$ cat src/hdl/ability_pkg.sv
// constants for the auto-negotiation ability register bank
package ability_pkg;
  // register indices; byte address is four times the index
  localparam logic [9:0] IDX_CTRL = 10'h000;
  localparam logic [9:0] IDX_STATUS = 10'h001;
  localparam logic [9:0] IDX_ADV = 10'h004;
  localparam logic [9:0] IDX_PARTNER = 10'h005;
  localparam logic [9:0] IDX_EXPANSION = 10'h006;
  localparam logic [9:0] IDX_IRQ_STATUS = 10'h010;
  localparam logic [9:0] IDX_IRQ_MASK = 10'h011;
  // advertisement fields
  localparam int ADV_RFAULT = 13;
  localparam int ADV_PAUSE_SYM = 10;
  localparam int ADV_PAUSE_ASYM = 11;
  localparam int ADV_100FD = 8;
  localparam int ADV_100TX = 7;
  localparam int ADV_10FD = 6;
  localparam int ADV_10HD = 5;
  localparam logic [4:0] SELECTOR_8023 = 5'h01;
  localparam logic [15:0] ADV_WR_MASK = 16'h2dff;
  // partner ability fields
  localparam int LP_NP = 15;
  localparam int LP_ACK = 14;
  localparam int LP_RFAULT = 13;
  localparam int LP_PAUSE = 10;
  localparam int LP_T4 = 9;
  localparam logic [15:0] LP_CAPTURE_MASK = 16'h25ff;
  // expansion fields
  localparam int EXP_PD_FAULT = 4;
  localparam int EXP_LP_NP = 3;
  localparam int EXP_NP_ABLE = 2;
  localparam int EXP_PAGE_RX = 1;
  localparam int EXP_LP_AN = 0;
  // control and status fields
  localparam int CTRL_SPEED = 13;
  localparam int CTRL_AN_EN = 12;
  localparam int CTRL_RESTART = 9;
  localparam int CTRL_DUPLEX = 8;
  localparam int STAT_COMPLETE = 5;
  localparam int STAT_AN_ABLE = 3;
  localparam logic CTRL_AN_EN_RST = 1'b1;
  localparam logic CTRL_SPEED_RST = 1'b1;
  localparam logic CTRL_DUPLEX_RST = 1'b0;
  // interrupt status and mask bits
  localparam int IRQ_PAGE_RX = 0;
  localparam int IRQ_PD_FAULT = 1;
  localparam int IRQ_DONE = 2;
  localparam int IRQ_WIDTH = 3;
  localparam int LATCH_WIDTH = 2;
  typedef enum logic [1:0] {
    PAUSE_NONE = 2'b00,
    PAUSE_SYM = 2'b01,
    PAUSE_ASYM = 2'b10
  } pause_t;
endpackage

$ cat src/hdl/ability_if.sv
// ability words and resolved link settings between bank and resolver
`timescale 1ns/1ps
interface ability_if;
  logic [15:0] local_adv;
  logic [15:0] partner;
  logic an_enable;
  logic manual_speed;
  logic manual_duplex;
  logic complete;
  logic speed_100;
  logic full_duplex;
  ability_pkg::pause_t pause_mode;
  modport bank (
    output local_adv, partner, an_enable, manual_speed, manual_duplex, complete,
    input speed_100, full_duplex, pause_mode
  );
  modport resolver (
    input local_adv, partner, an_enable, manual_speed, manual_duplex, complete,
    output speed_100, full_duplex, pause_mode
  );
endinterface

$ cat src/hdl/latched_flags.sv
// latched-high flags: set by event, cleared by read, set wins
`timescale 1ns/1ps
module latched_flags #(
  parameter int WIDTH = 2
) (
  input wire logic clock,
  input wire logic srst,
  input wire logic [WIDTH-1:0] set,
  input wire logic [WIDTH-1:0] clear,
  output logic [WIDTH-1:0] flags
);
  logic [WIDTH-1:0] flags_q;
  logic [WIDTH-1:0] flags_d;

  genvar i;
  generate
    for (i = 0; i < WIDTH; i = i + 1) begin : g_flag
      // an event in the clearing cycle survives
      assign flags_d[i] = set[i] | (flags_q[i] & ~clear[i]);
    end
  endgenerate

  always_ff @(posedge clock) begin
    if (srst) begin
      flags_q <= '0;
    end else begin
      flags_q <= flags_d;
    end
  end

  assign flags = flags_q;
endmodule

$ cat src/hdl/link_resolver.sv
// resolves speed, duplex and pause from the two ability words
`timescale 1ns/1ps
module link_resolver (
  input wire logic clock,
  input wire logic srst,
  ability_if.resolver ab
);
  logic [3:0] common;
  logic lsym;
  logic lasym;
  logic psym;
  logic pasym;
  logic speed_d;
  logic duplex_d;
  logic take;
  ability_pkg::pause_t pause_d;
  logic speed_q;
  logic duplex_q;
  ability_pkg::pause_t pause_q;

  assign common = ab.local_adv[ability_pkg::ADV_100FD:ability_pkg::ADV_10HD]
    & ab.partner[ability_pkg::ADV_100FD:ability_pkg::ADV_10HD];
  assign lsym = ab.local_adv[ability_pkg::ADV_PAUSE_SYM];
  assign lasym = ab.local_adv[ability_pkg::ADV_PAUSE_ASYM];
  assign psym = ab.partner[ability_pkg::LP_PAUSE];
  // partner asymmetric bit is not kept in the bank, taken as clear
  assign pasym = 1'b0;
  // highest common ability wins
  assign speed_d = ab.an_enable ? (common[3] | common[2]) : ab.manual_speed;
  assign duplex_d = ab.an_enable ? (common[3] | (~common[2] & common[1])) : ab.manual_duplex;
  // only one of the two pause settings is ever chosen
  assign pause_d = !ab.an_enable ? ability_pkg::PAUSE_NONE :
    (lsym & psym) ? ability_pkg::PAUSE_SYM :
    (lasym & psym & pasym) ? ability_pkg::PAUSE_ASYM :
    ability_pkg::PAUSE_NONE;
  // negotiated values move only after completion
  assign take = ~ab.an_enable | ab.complete;

  always_ff @(posedge clock) begin
    if (srst) begin
      speed_q <= 1'b0;
      duplex_q <= 1'b0;
      pause_q <= ability_pkg::PAUSE_NONE;
    end else if (take) begin
      speed_q <= speed_d;
      duplex_q <= duplex_d;
      pause_q <= pause_d;
    end
  end

  assign ab.speed_100 = speed_q;
  assign ab.full_duplex = duplex_q;
  assign ab.pause_mode = pause_q;
endmodule

$ cat src/hdl/autoneg_ability_registers.sv
// auto-negotiation ability register bank behind an APB slave
`timescale 1ns/1ps
module autoneg_ability_registers (
  input wire logic clock,
  input wire logic srst,
  input wire logic psel,
  input wire logic penable,
  input wire logic pwrite,
  input wire logic [11:0] paddr,
  input wire logic [31:0] pwdata,
  output logic [31:0] prdata,
  output logic pready,
  output logic pslverr,
  input wire logic strap_100fd,
  input wire logic strap_10fd,
  input wire logic strap_10hd,
  input wire logic code_word_valid,
  input wire logic [15:0] code_word,
  input wire logic parallel_fault,
  input wire logic negotiation_done,
  output logic speed_100,
  output logic full_duplex,
  output logic [1:0] pause_mode,
  output logic irq
);
  ability_if ab ();

  // register index from a byte address; misaligned never matches
  function automatic logic [9:0] reg_index(input logic [11:0] addr);
    reg_index = (addr[1:0] == 2'b00) ? addr[11:2] : 10'h3ff;
  endfunction

  function automatic logic hit(input logic [11:0] addr, input logic [9:0] idx);
    hit = (reg_index(addr) == idx);
  endfunction

  localparam int IRQ_W = ability_pkg::IRQ_WIDTH;
  logic [15:0] adv_q;
  logic [15:0] adv_d;
  logic [15:0] partner_q;
  logic [15:0] partner_d;
  logic an_en_q;
  logic speed_sel_q;
  logic duplex_sel_q;
  logic complete_q;
  logic complete_d;
  logic lp_np_q;
  logic lp_an_q;
  logic [IRQ_W-1:0] irq_status_q;
  logic [IRQ_W-1:0] irq_status_d;
  logic [IRQ_W-1:0] irq_mask_q;
  logic [31:0] prdata_q;

  // bus decode
  logic setup_ph;
  logic access_ph;
  logic wr_acc;
  logic rd_acc;
  logic hit_ctrl;
  logic hit_status;
  logic hit_adv;
  logic hit_partner;
  logic hit_exp;
  logic hit_irq_st;
  logic hit_irq_mask;
  logic mapped;
  logic wr_ctrl;
  logic wr_adv;
  logic wr_irq_st;
  logic wr_irq_mask;
  logic rd_exp;
  logic restart;

  assign setup_ph = psel & ~penable;
  assign access_ph = psel & penable;
  assign wr_acc = access_ph & pwrite;
  assign rd_acc = access_ph & ~pwrite;
  assign hit_ctrl = hit(paddr, ability_pkg::IDX_CTRL);
  assign hit_status = hit(paddr, ability_pkg::IDX_STATUS);
  assign hit_adv = hit(paddr, ability_pkg::IDX_ADV);
  assign hit_partner = hit(paddr, ability_pkg::IDX_PARTNER);
  assign hit_exp = hit(paddr, ability_pkg::IDX_EXPANSION);
  assign hit_irq_st = hit(paddr, ability_pkg::IDX_IRQ_STATUS);
  assign hit_irq_mask = hit(paddr, ability_pkg::IDX_IRQ_MASK);
  assign mapped = hit_ctrl | hit_status | hit_adv | hit_partner | hit_exp
    | hit_irq_st | hit_irq_mask;
  assign wr_ctrl = wr_acc & hit_ctrl;
  assign wr_adv = wr_acc & hit_adv;
  assign wr_irq_st = wr_acc & hit_irq_st;
  assign wr_irq_mask = wr_acc & hit_irq_mask;
  assign rd_exp = rd_acc & hit_exp;
  // self-clearing restart: acts in the write cycle only
  assign restart = wr_ctrl & pwdata[ability_pkg::CTRL_RESTART];

  // zero wait states; unmapped addresses answer with an error
  assign pready = 1'b1;
  assign pslverr = access_ph & ~mapped;
  assign prdata = prdata_q;

  // advertisement: only documented writable bits move
  assign adv_d = (adv_q & ~ability_pkg::ADV_WR_MASK)
    | (pwdata[15:0] & ability_pkg::ADV_WR_MASK);

  always_ff @(posedge clock) begin
    if (srst) begin
      adv_q <= '0;
      adv_q[ability_pkg::ADV_RFAULT] <= 1'b0;
      adv_q[ability_pkg::ADV_PAUSE_ASYM] <= 1'b0;
      adv_q[ability_pkg::ADV_PAUSE_SYM] <= 1'b0;
      adv_q[ability_pkg::ADV_100FD] <= strap_100fd;
      adv_q[ability_pkg::ADV_100TX] <= 1'b1;
      adv_q[ability_pkg::ADV_10FD] <= strap_10fd;
      adv_q[ability_pkg::ADV_10HD] <= strap_10hd;
      adv_q[4:0] <= ability_pkg::SELECTOR_8023;
    end else if (wr_adv) begin
      adv_q <= adv_d;
    end
  end

  // partner word: captured fields plus acknowledge; np and t4 forced low
  always_comb begin
    partner_d = partner_q;
    if (restart) begin
      partner_d[ability_pkg::LP_ACK] = 1'b0;
    end
    if (code_word_valid) begin
      partner_d = code_word & ability_pkg::LP_CAPTURE_MASK;
      partner_d[ability_pkg::LP_ACK] = 1'b1;
    end
    partner_d[ability_pkg::LP_NP] = 1'b0;
    partner_d[ability_pkg::LP_T4] = 1'b0;
  end

  always_ff @(posedge clock) begin
    if (srst) begin
      partner_q <= '0;
      lp_np_q <= 1'b0;
      lp_an_q <= 1'b0;
    end else begin
      partner_q <= partner_d;
      if (code_word_valid) begin
        lp_np_q <= code_word[ability_pkg::LP_NP];
        lp_an_q <= 1'b1;
      end
    end
  end

  // control bits steering the resolver
  always_ff @(posedge clock) begin
    if (srst) begin
      an_en_q <= ability_pkg::CTRL_AN_EN_RST;
      speed_sel_q <= ability_pkg::CTRL_SPEED_RST;
      duplex_sel_q <= ability_pkg::CTRL_DUPLEX_RST;
    end else if (wr_ctrl) begin
      an_en_q <= pwdata[ability_pkg::CTRL_AN_EN];
      speed_sel_q <= pwdata[ability_pkg::CTRL_SPEED];
      duplex_sel_q <= pwdata[ability_pkg::CTRL_DUPLEX];
    end
  end

  // completion holds until restart; a done in the restart cycle wins
  assign complete_d = negotiation_done | (complete_q & ~restart);

  always_ff @(posedge clock) begin
    if (srst) begin
      complete_q <= 1'b0;
    end else begin
      complete_q <= complete_d;
    end
  end

  // latched-high expansion flags, cleared only for bits the read returned
  logic [ability_pkg::LATCH_WIDTH-1:0] latch_set;
  logic [ability_pkg::LATCH_WIDTH-1:0] latch_clr;
  logic [ability_pkg::LATCH_WIDTH-1:0] latch_out;
  logic pd_fault_flag;
  logic page_rx_flag;

  assign latch_set = {parallel_fault, code_word_valid};
  assign latch_clr = rd_exp ? {prdata_q[ability_pkg::EXP_PD_FAULT],
    prdata_q[ability_pkg::EXP_PAGE_RX]} : '0;
  assign pd_fault_flag = latch_out[1];
  assign page_rx_flag = latch_out[0];

  latched_flags #(
    .WIDTH(ability_pkg::LATCH_WIDTH)
  ) u_flags (
    .clock(clock),
    .srst(srst),
    .set(latch_set),
    .clear(latch_clr),
    .flags(latch_out)
  );

  // interrupt sources: write one to clear, new event wins over clear
  logic [IRQ_W-1:0] irq_event;
  logic done_prev_q;

  assign irq_event[ability_pkg::IRQ_PAGE_RX] = code_word_valid;
  assign irq_event[ability_pkg::IRQ_PD_FAULT] = parallel_fault;
  assign irq_event[ability_pkg::IRQ_DONE] = complete_q & ~done_prev_q;
  assign irq_status_d = irq_event
    | (irq_status_q & ~(wr_irq_st ? pwdata[IRQ_W-1:0] : '0));

  always_ff @(posedge clock) begin
    if (srst) begin
      irq_status_q <= '0;
      irq_mask_q <= '0;
      done_prev_q <= 1'b0;
    end else begin
      irq_status_q <= irq_status_d;
      done_prev_q <= complete_q;
      if (wr_irq_mask) begin
        irq_mask_q <= pwdata[IRQ_W-1:0];
      end
    end
  end

  assign irq = |(irq_status_q & irq_mask_q);

  // read views
  logic [15:0] ctrl_view;
  logic [15:0] status_view;
  logic [15:0] exp_view;
  logic [31:0] rd_mux;

  always_comb begin
    ctrl_view = '0;
    ctrl_view[ability_pkg::CTRL_SPEED] = speed_sel_q;
    ctrl_view[ability_pkg::CTRL_AN_EN] = an_en_q;
    ctrl_view[ability_pkg::CTRL_DUPLEX] = duplex_sel_q;
  end

  always_comb begin
    status_view = '0;
    status_view[ability_pkg::STAT_COMPLETE] = complete_q;
    status_view[ability_pkg::STAT_AN_ABLE] = 1'b1;
  end

  always_comb begin
    exp_view = '0;
    exp_view[ability_pkg::EXP_PD_FAULT] = pd_fault_flag;
    exp_view[ability_pkg::EXP_LP_NP] = lp_np_q;
    exp_view[ability_pkg::EXP_NP_ABLE] = 1'b0;
    exp_view[ability_pkg::EXP_PAGE_RX] = page_rx_flag;
    exp_view[ability_pkg::EXP_LP_AN] = lp_an_q;
  end

  assign rd_mux = hit_ctrl ? {16'h0000, ctrl_view} :
    hit_status ? {16'h0000, status_view} :
    hit_adv ? {16'h0000, adv_q} :
    hit_partner ? {16'h0000, partner_q} :
    hit_exp ? {16'h0000, exp_view} :
    hit_irq_st ? {29'h0000000, irq_status_q} :
    hit_irq_mask ? {29'h0000000, irq_mask_q} :
    32'h00000000;

  // read data is sampled in the setup cycle so it comes from a flop
  always_ff @(posedge clock) begin
    if (srst) begin
      prdata_q <= 32'h00000000;
    end else if (setup_ph) begin
      prdata_q <= pwrite ? 32'h00000000 : rd_mux;
    end
  end

  // resolution of the link settings
  assign ab.local_adv = adv_q;
  assign ab.partner = partner_q;
  assign ab.an_enable = an_en_q;
  assign ab.manual_speed = speed_sel_q;
  assign ab.manual_duplex = duplex_sel_q;
  assign ab.complete = complete_q;

  link_resolver u_resolver (
    .clock(clock),
    .srst(srst),
    .ab(ab)
  );

  assign speed_100 = ab.speed_100;
  assign full_duplex = ab.full_duplex;
  assign pause_mode = ab.pause_mode;
endmodule

$ cat config.mk
export PLATFORM = sky130hd
export DESIGN_NAME = autoneg_ability_registers
export DESIGN_NICKNAME = d
export VERILOG_FILES = /design/src/hdl/ability_pkg.sv /design/src/hdl/ability_if.sv /design/src/hdl/latched_flags.sv /design/src/hdl/link_resolver.sv /design/src/hdl/autoneg_ability_registers.sv
export SDC_FILE = /design/constraint.sdc
export NUM_CORES = 1
export LEC_CHECK = 0
export BUFFER_PORTS_ARGS = -buffer_cell sky130_fd_sc_hd__buf_4
export CAP_MARGIN = 20
export CORE_UTILIZATION = 49
export DETAILED_ROUTE_END_ITERATION = 6
export PLACE_DENSITY = 0.88
export SLEW_MARGIN = 30
export SYNTH_ARGS = -nofsm -noshare
export SYNTH_HDL_FRONTEND = slang
export SYNTH_HIERARCHICAL = 1
export SYNTH_SLANG_ARGS = --single-unit
$ cat constraint.sdc
create_clock -name clock -period 2.4 [get_ports clock]
set_input_delay 0.24 -clock clock [delete_from_list [all_inputs] [get_ports clock]]
set_output_delay 0.24 -clock clock [all_outputs]
set_load 0.005 [all_outputs]
==> metrics.yaml, run 1 <==
worst_setup_path:
  path_class: "input port to output port"
  reg2reg_depth: 3
  required_ns: 2.16
  r2r_end: "prdata[5]"
  crit-reg2reg-launch: "ab.complete"
  reg2reg_slack_ns: 1.23
  arrival_ns: 1.85
  crit_path_start_kind: "input port"
  end_kind: "output port"
  crit_fanout: 9
route:
  wirelength_mm: 8.22
  dr.pass1.iters: 5
  ant_nets: 0
  wire_per_inst_um: 17.2
  viasPerCell: 5.92
  drc: 0
  vias: 2824
  drt-initial-drc-count: 200
floorplanning:
  die-area_um2: 6310
  top_level_ports: 110
  num_rows: 27
  die_w_um: 79.4
  design.core.area_um2: 5640
  die_y_um: 79.4
  initial_core_util: 0.521
clocking:
  cts_tree: "built"
  htree_levels: 3
  clk_path_buf_depth: 2
  clkSinkCount: 57
  cts-resized-gates: 0
  cts_setup_buffers: 0
  numCtsBuffers: 9
  clk_latency_ns: 0.34
  hold_buffers: 0
  path_clk_slew_ns: 0.06
  root_buffer: "clkbuf_8"
min_path:
  min_from: "pwdata[9]"
  whs_endpoint: "ab.complete"
  min_path_type: "input port to register"
  hold_depth: 2
placement:
  dp_hpwl_mm: 5.95
  numPortBuffers: 69
  globalplace.congestion: 0.963
  dp_cells: 461
final_layout:
  nets: 471
  regArea_um2: 1170
  multi_input_area_um2: 1540
  fill_cells: 484
  fin_util: 0.654
  drive_gt1_frac: 0.274
  area_delta_synth_final_pct: 25.6
  antennaDiodeCount: 0
  mostFrequentLayoutCell: "buf_4"
  final_cells: 477
  final_cell_mix: "buf_4 (82), dfxtp_1 (54), nor2_1 (26)"
logic_synthesis:
  ys_async_sr_fraction: 0
  syn_area_per_cell_um2: 8.85
  ys.flop_type: "dfxtp_1"
  yosysWarnings: 6
  synth-edff-count: 3
  syn_inst: 332
  syn_area_um2: 2940
  yosysUniqueCellTypes: 61
  ys_ff_latch: 57
  ys_seq_area_frac: 0.399
sta:
  max-slew-margin-rel: 0.517
  rsz0062_at_grt: "no"
  worst-slew-pin-transition_ns: 0.724
  min_period_over_period: 0.870
  final-setup-viol-count: 0
  holdWs_ns: 0.106
  skew_ns: 0.00746
  finalHoldViolations: 0
  slew_violations: 0
  fin_crit_ns: 2.09
  fmaxAchievable_mhz: 479
  setup_tns_ns: 0
power:
  power_frac_comb: 0.101
  pwr-share-clk: 0.457
  swShare: 0.228
  netSwitchingPower_mw: 0.521
  p_total_mw: 2.28
  seqPwrFrac: 0.442
  intPower_mw: 1.76
  ir_drop_mv: 0.381
  p_leak_nw: 1.56
  p_per_area_nw_per_um2: 618
global_route:
  grt.overflow.total: 0
  antenna_found_initial: 0
  grt_max_degree: 60
  grt_pass1_wl_mm: 13.1
  grtUsageTotal: 0.272
  grt_pass1_vias: 2595
flow_run:
  maxCapViolCount: 0
run_status:
  status: "finished clean"
cell usage after synthesis (all sizes together) (4+ instances only):
master   n  area share
a211o    7       0.021
nor2b    5       0.011
o21ai   19       0.032
and3     5       0.011
nand3   18       0.031
or4      4       0.013
mux2i   15       0.051
nand2   15       0.020
a32oi    7       0.021
dfxtp   54        0.37
nand4    5       0.011
clkbuf  12       0.015
nand2b   7       0.016
inv     10       0.013
nor2    26       0.033
a21oi   17       0.029
nor4     8       0.029
nor3    10       0.017
and2     7       0.015
buf     28       0.067
a311oi   4       0.012
power groups by stage:
stage	Combinational [mW]	Sequential [mW]	Clock (mW)
global route	0.248	1.01	1.09
global placement	0.220	1.03	0
detailed placement	0.225	1.03	0
CTS	0.226	1.01	1.05
floorplan	0.140	1.02	0
finish	0.229	1.01	1.04
registers in the layout (all words and copies together), names as in the netlist, 2 cells and up:
signal,count
prdata,15
ab.local_adv,12
ab.partner,12
irq_mask_q,3
irq_status_q,3
u_flags/flags,2
layer usage:
| metal | track usage | routed length [µm] | vias up |
|---|---|---|---|
| met3 | 0.0526 | 542 | 21 |
| met1 | 0.360 | 3600 | 1335 |
| li1 | - | - | 1328 |
| met2 | 0.438 | 3900 | 140 |
| met4 | 0.102 | 177 | 0 |
| met5 | 0 | 0 | - |
how the worst max path moves through the flow:
stage | startpoint | end | slack (ns) | depth (start not counted)
finish | paddr[7] | pslverr | 0.31 | 6
global route | paddr[7] | pslverr | 0.29 | 6
CTS | paddr[7] | pslverr | 0.32 | 6
detailed placement | paddr[7] | pslverr | 0.32 | 6
global placement | paddr[7] | pslverr | 0.32 | 6
floorplan | paddr[4] | irq_status_q[2] | 0.48 | 5
stage by stage:
step	cell area, µm²	worst slack [ns]
6_report	3690	0.313
5_1_grt	3690	0.289
4_1_cts	3690	0.323
3_5_place_dp	3460	0.323
3_3_place_gp	3460	0.324
2_1_floorplan	2990	0.479
area by class of cell:
type	count	share of cell area
multi-input cells	240	0.418
flip-flops and latches	57	0.317
repair buffers	82	0.167
clock buffers	14	0.0468
well taps	72	0.0244
clock inverters	2	0.0163
inverters	10	0.0102
critical path, cell delays in order:
cell and delay [ns]:
buf_4 0.12, or4_4 0.56, or4_4 0.59, o21ai_0 0.13
nor2_1 0.07, buf_4 0.14
logic make-up after synthesis:
family                 Yosys count  share of synthesized area
multiplexers                    17                     0.0588
other                            3                    0.00383
flip-flops                      57                      0.399
buffers and inverters           50                     0.0950
AND/OR/NAND/NOR                128                      0.260
AO/OA/AOI/OAI                   76                      0.181
XOR/XNOR                         1                    0.00298
No activity file was read; power rests on OpenSTA's default activity.
==> inputs of run 2 (changes only) <==
Settings changed: CORE_UTILIZATION 49 to 45, PLACE_DENSITY 0.88 to 0.82.
==> run 2 against run 1 <==
Net effect: non-clock buffer count stayed put; largest power group is now registers; core utilization is 7.3 points lower; register-to-register slack better by 0.07 ns; hold slack better by 0.0059 ns; first-iteration DRC count is 64% higher; critical path depth unchanged; design area decreased by 0.51%; highest routed layer unchanged; sequential power is essentially flat; cell count rose by 1.0%; count of clock-buffer cells in the layout stayed put; clock power fell by 11%; global-route usage down 1.8 points.
==> metrics.yaml, run 2 (synthesis results as in run 1) <==
clocking:
  clk_path_buf_depth: 2  # unchanged
  numCtsBuffers: 9  # unchanged
  cts-resized-gates: 0  # unchanged
  htree_levels: 3  # unchanged
  clkSinkCount: 57  # unchanged
  cts_tree: "built"
  cts_setup_buffers: 0  # unchanged
  path_clk_slew_ns: 0.06  # about the same
  clk_latency_ns: 0.34  # about the same
  root_buffer: "clkbuf_8"
  hold_buffers: 0  # unchanged
sta:
  finalHoldViolations: 0  # unchanged
  rsz0062_at_grt: "no"
  fin_crit_ns: 2.15  # +0.0670 ns
  worst-slew-pin-transition_ns: 0.741  # +0.0175 ns
  min_period_over_period: 0.898  # +0.0279
  final-setup-viol-count: 0  # unchanged
  fmaxAchievable_mhz: 464  # -3.1%
  setup_tns_ns: 0  # unchanged
  fin_ws_ns: 0.246  # -0.0670 ns
  slew_violations: 0  # unchanged
  max-slew-margin-rel: 0.506  # -0.0117
  skew_ns: 0.00514  # -0.00232 ns
route:
  wire_per_inst_um: 16.7  # -3.4%
  dr.pass1.iters: 5  # unchanged
  viasPerCell: 5.83  # -1.5%
  vias: 2810  # -0.50%
  drc: 0  # unchanged
  wirelength_mm: 8.03  # -2.4%
  drt-initial-drc-count: 327  # +64%
  ant_nets: 0  # unchanged
floorplanning:
  top_level_ports: 110  # unchanged
  die-area_um2: 6850  # +8.7%
  die_w_um: 82.8  # +4.2%
  design.core.area_um2: 6310  # +12%
  initial_core_util: 0.465  # -0.0554
  die_y_um: 82.8  # +4.2%
  num_rows: 29  # +7.4%
run_status:
  status: "finished clean"
worst_setup_path:
  crit_path_start_kind: "input port"
  end_kind: "output port"
  r2r_end: "prdata[5]"
  required_ns: 2.16  # about the same
  crit_fanout: 9  # unchanged
  reg2reg_slack_ns: 1.30  # +0.07 ns
  crit-reg2reg-launch: "ab.complete"
  arrival_ns: 1.91  # +0.06 ns
  reg2reg_depth: 3  # unchanged
  path_class: "input port to output port"
final_layout:
  final_cells: 482  # +1.0%
  nets: 471  # unchanged
  regArea_um2: 1170  # unchanged
  mostFrequentLayoutCell: "buf_4"
  multi_input_area_um2: 1540  # unchanged
  largest_register_ffs: 15  # unchanged
  antennaDiodeCount: 0  # unchanged
  drive_gt1_frac: 0.274  # unchanged
  fill_cells: 590  # +22%
  area_delta_synth_final_pct: 25.0
  final_cell_mix: "buf_4 (82), dfxtp_1 (54), nor2_1 (26)"
placement:
  dp_hpwl_mm: 5.90  # -0.87%
  globalplace.congestion: 0.895  # -7.0%
  dp_slack_ns: 0.255  # -0.0678 ns
  dp_cells: 466  # +1.1%
  numPortBuffers: 69  # unchanged
power:
  ir_drop_mv: 0.495  # +30%
  p_leak_nw: 1.55  # -0.64%
  p_per_area_nw_per_um2: 588  # -4.9%
global_route:
  grt_pass1_wl_mm: 12.6  # -4.1%
  grtUsageTotal: 0.254  # -0.0176
  grt_max_degree: 60  # unchanged
  antenna_found_initial: 0  # unchanged
  grt.overflow.total: 0  # unchanged
  grt_pass1_vias: 2517  # -3.0%
min_path:
  min_path_type: "input port to register"
  hold_depth: 2  # unchanged
  whs_endpoint: "ab.complete"
  min_from: "pwdata[9]"
flow_run:
  maxCapViolCount: 0  # unchanged
-- run 2: cell types whose count changed in the layout (fill, tap and decap cells not counted), sizes merged --
cell / change
bufinv: -1
clkinv: +1
-- run 2: layout make-up --
class | instances | share of cell area
Timing Repair Buffer | 82 | 0.168
Tap cell | 77 | 0.0262
Multi-Input combinational cell | 240 | 0.420
Clock inverter | 2 | 0.00954
Inverter | 10 | 0.0102
Clock buffer | 14 | 0.0470
Sequential cell | 57 | 0.319
-- run 2: critical path, stage by stage --
cell	delay (ns)
buf_4	0.12
or4_4	0.62
or4_4	0.61
o21ai_0	0.12
nor2_1	0.06
buf_4	0.14
-- run 2: metrics by stage --
stage	util	total power, mW	hold WS, ns	area, µm²
floorplan	-	1.16	0.309	2990
global placement	0.549	1.25	0.443	3460
detailed placement	0.549	1.25	0.456	3460
CTS	0.581	2.18	0.0948	3670
global route	0.581	2.24	0.108	3670
finish	0.581	2.16	0.112	3670
-- run 2: power by group --
| group | switching (mW) | total [mW] | internal (mW) |
|---|---|---|---|
| clock network | 0.359 | 0.922 | 0.563 |
| logic | 0.123 | 0.228 | 0.105 |
| registers | 0.0234 | 1.01 | 0.985 |
-- run 2: how the worst max path moves through the flow --
stage	slack, ns	from	cells past startpoint	end
final	0.25	paddr[7]	6	pslverr
after global routing	0.17	paddr[7]	6	pslverr
after CTS	0.25	paddr[7]	6	pslverr
after floorplan	0.48	paddr[4]	5	irq_status_q[2]
after global placement	0.25	paddr[7]	6	pslverr
after detailed placement	0.26	paddr[7]	6	pslverr
-- run 2: layer usage --
metal,share of wire,vias to the layer above,track usage
met5,0,-,0
met4,0.022,0,0.119
li1,-,1328,-
met1,0.43,1318,0.330
met3,0.079,17,0.0601
met2,0.47,147,0.398
==> inputs of run 3 (changes only) <==
--- a/config.mk
+++ b/config.mk
@@ -11,2 +11,3 @@
 export DETAILED_ROUTE_END_ITERATION = 6
+export MAX_ROUTING_LAYER = met4
 export PLACE_DENSITY = 0.82
--- a/constraint.sdc
+++ b/constraint.sdc
@@ -3,2 +3,2 @@
 set_output_delay 0.24 -clock clock [all_outputs]
-set_load 0.005 [all_outputs]
+set_load 0.02 [all_outputs]
==> run 3 against run 2 <==
Net effect: critical path type unchanged; worst setup slack lost 0.030 ns; highest routed layer unchanged; sequential power is essentially flat; via count shrank 0.93%; clock skew shrank 0.00057 ns; combinational power grew 8.8%; register-to-register slack lost 0.02 ns; count of clock-buffer cells in the layout is the same; global-route usage shrank 0.28 points; largest cell class unchanged; routed wire length shrank 0.55%; die area is the same.
==> metrics.yaml, run 3 (synthesis results as in run 1) <==
run_status:
  status: "finished clean"
global_route:
  grt.overflow.total: 0  # unchanged
  grtUsageTotal: 0.252  # -0.00279
  antenna_found_initial: 0  # unchanged
  grt_pass1_wl_mm: 12.1  # -4.1%
  grt_pass1_vias: 2414  # -4.1%
  grt_max_degree: 60  # unchanged
sta:
  skew_ns: 0.00457  # -0.000568 ns
  fmaxAchievable_mhz: 458  # -1.4%
  min_period_over_period: 0.910  # +0.0124
  fin_crit_ns: 2.18  # +0.0297 ns
  max-slew-margin-rel: 0.525  # +0.0190
  final-setup-viol-count: 0  # unchanged
  finalHoldViolations: 0  # unchanged
  setup_tns_ns: 0  # unchanged
  slew_violations: 0  # unchanged
  worst-slew-pin-transition_ns: 0.713  # -0.0286 ns
  rsz0062_at_grt: "no"
  fin_ws_ns: 0.216  # -0.0297 ns
floorplanning:
  num_rows: 29  # unchanged
  die_y_um: 82.8  # unchanged
  die_w_um: 82.8  # unchanged
  die-area_um2: 6850  # unchanged
  initial_core_util: 0.465  # unchanged
  design.core.area_um2: 6310  # unchanged
  top_level_ports: 110  # unchanged
clocking:
  numCtsBuffers: 9  # unchanged
  cts_setup_buffers: 0  # unchanged
  path_clk_slew_ns: 0.06  # about the same
  clk_latency_ns: 0.34  # about the same
  hold_buffers: 0  # unchanged
  clk_path_buf_depth: 2  # unchanged
  cts_tree: "built"
  root_buffer: "clkbuf_8"
  clkSinkCount: 57  # unchanged
  htree_levels: 3  # unchanged
  cts-resized-gates: 0  # unchanged
final_layout:
  regArea_um2: 1170  # unchanged
  final_cell_mix: "buf_4 (81), dfxtp_1 (54), nor2_1 (26)"
  multi_input_area_um2: 1540  # unchanged
  final_cells: 481  # -0.21%
  nets: 470  # -0.21%
  final_area_um2: 3660  # -0.20%
  fin_util: 0.580  # -0.00119
  fill_cells: 560  # -5.1%
  antennaDiodeCount: 0  # unchanged
  drive_gt1_frac: 0.272  # -0.00180
  mostFrequentLayoutCell: "buf_4"
  area_delta_synth_final_pct: 24.8
  largest_register_ffs: 15  # unchanged
route:
  ant_nets: 0  # unchanged
  wirelength_mm: 7.98  # -0.55%
  wire_per_inst_um: 16.6  # -0.34%
  vias: 2784  # -0.93%
  dr.pass1.iters: 5  # unchanged
  drc: 0  # unchanged
  drt-initial-drc-count: 196  # -40%
  viasPerCell: 5.79  # -0.72%
min_path:
  min_path_type: "input port to register"
  hold_depth: 2  # unchanged
  min_from: "pwdata[9]"
  whs_endpoint: "ab.complete"
worst_setup_path:
  arrival_ns: 1.94  # +0.03 ns
  startpoint: "paddr[7]"
  required_ns: 2.16  # about the same
  crit-reg2reg-launch: "ab.complete"
  path_class: "input port to output port"
  end_kind: "output port"
  reg2reg_depth: 3  # unchanged
  crit_path_start_kind: "input port"
  reg2reg_slack_ns: 1.28  # -0.02 ns
  r2r_end: "prdata[5]"
  crit_fanout: 9  # unchanged
placement:
  numPortBuffers: 69  # unchanged
  dp_slack_ns: 0.239  # -0.0160 ns
  globalplace.congestion: 0.940  # +4.9%
  placed_area_um2: 3460  # -0.22%
  dp_cells: 465  # -0.21%
  dp_hpwl_mm: 5.79  # -1.8%
power:
  ir_drop_mv: 0.432  # -13%
  p_leak_nw: 1.55  # -0.29%
  p_per_area_nw_per_um2: 598  # +1.8%
flow_run:
  maxCapViolCount: 0  # unchanged
## run 3: cell types whose count changed in the layout (fill, tap and decap cells not counted), sizes merged
cell	previous run	this run
buf	82	81
## run 3: how the worst max path moves through the flow
stage          endpoint  slack [ns]
2_1_floorplan   pslverr        0.45
3_3_place_gp    pslverr        0.24
3_5_place_dp    pslverr        0.24
4_1_cts         pslverr        0.24
5_1_grt         pslverr        0.15
6_report        pslverr        0.22
## run 3: worst max-delay path, stage by stage
cell and delay [ns]:
buf_4 0.12, or4_4 0.62, or4_4 0.61, o21ai_0 0.13
nor2_1 0.06, buf_4 0.16
## run 3: area by class of cell
type,count,area share
clock inverters,2,0.00956
multi-input cells,240,0.421
repair buffers,81,0.166
well taps,77,0.0263
clock buffers,14,0.0471
flip-flops and latches,57,0.320
inverters,10,0.0102
## run 3: where the power goes
group | total (mW) | internal, mW | switching, mW | leakage, nW
registers | 1.01 | 0.985 | 0.0235 | 0.470
clock network | 0.936 | 0.563 | 0.373 | 0.107
logic | 0.248 | 0.104 | 0.144 | 0.971
## run 3: routing by layer
metal | global-route usage | vias up | routed length (µm)
met5 | - | - | 0
met4 | 0.119 | 0 | 242
met3 | 0.0798 | 28 | 549
met2 | 0.362 | 137 | 3600
met1 | 0.318 | 1291 | 3590
li1 | - | 1328 | -
## run 3: through the flow
step	hold slack, ns	power (mW)
global route	0.0857	2.27
detailed placement	0.449	1.27
global placement	0.446	1.27
CTS	0.0767	2.21
floorplan	0.309	1.18
finish	0.0916	2.19
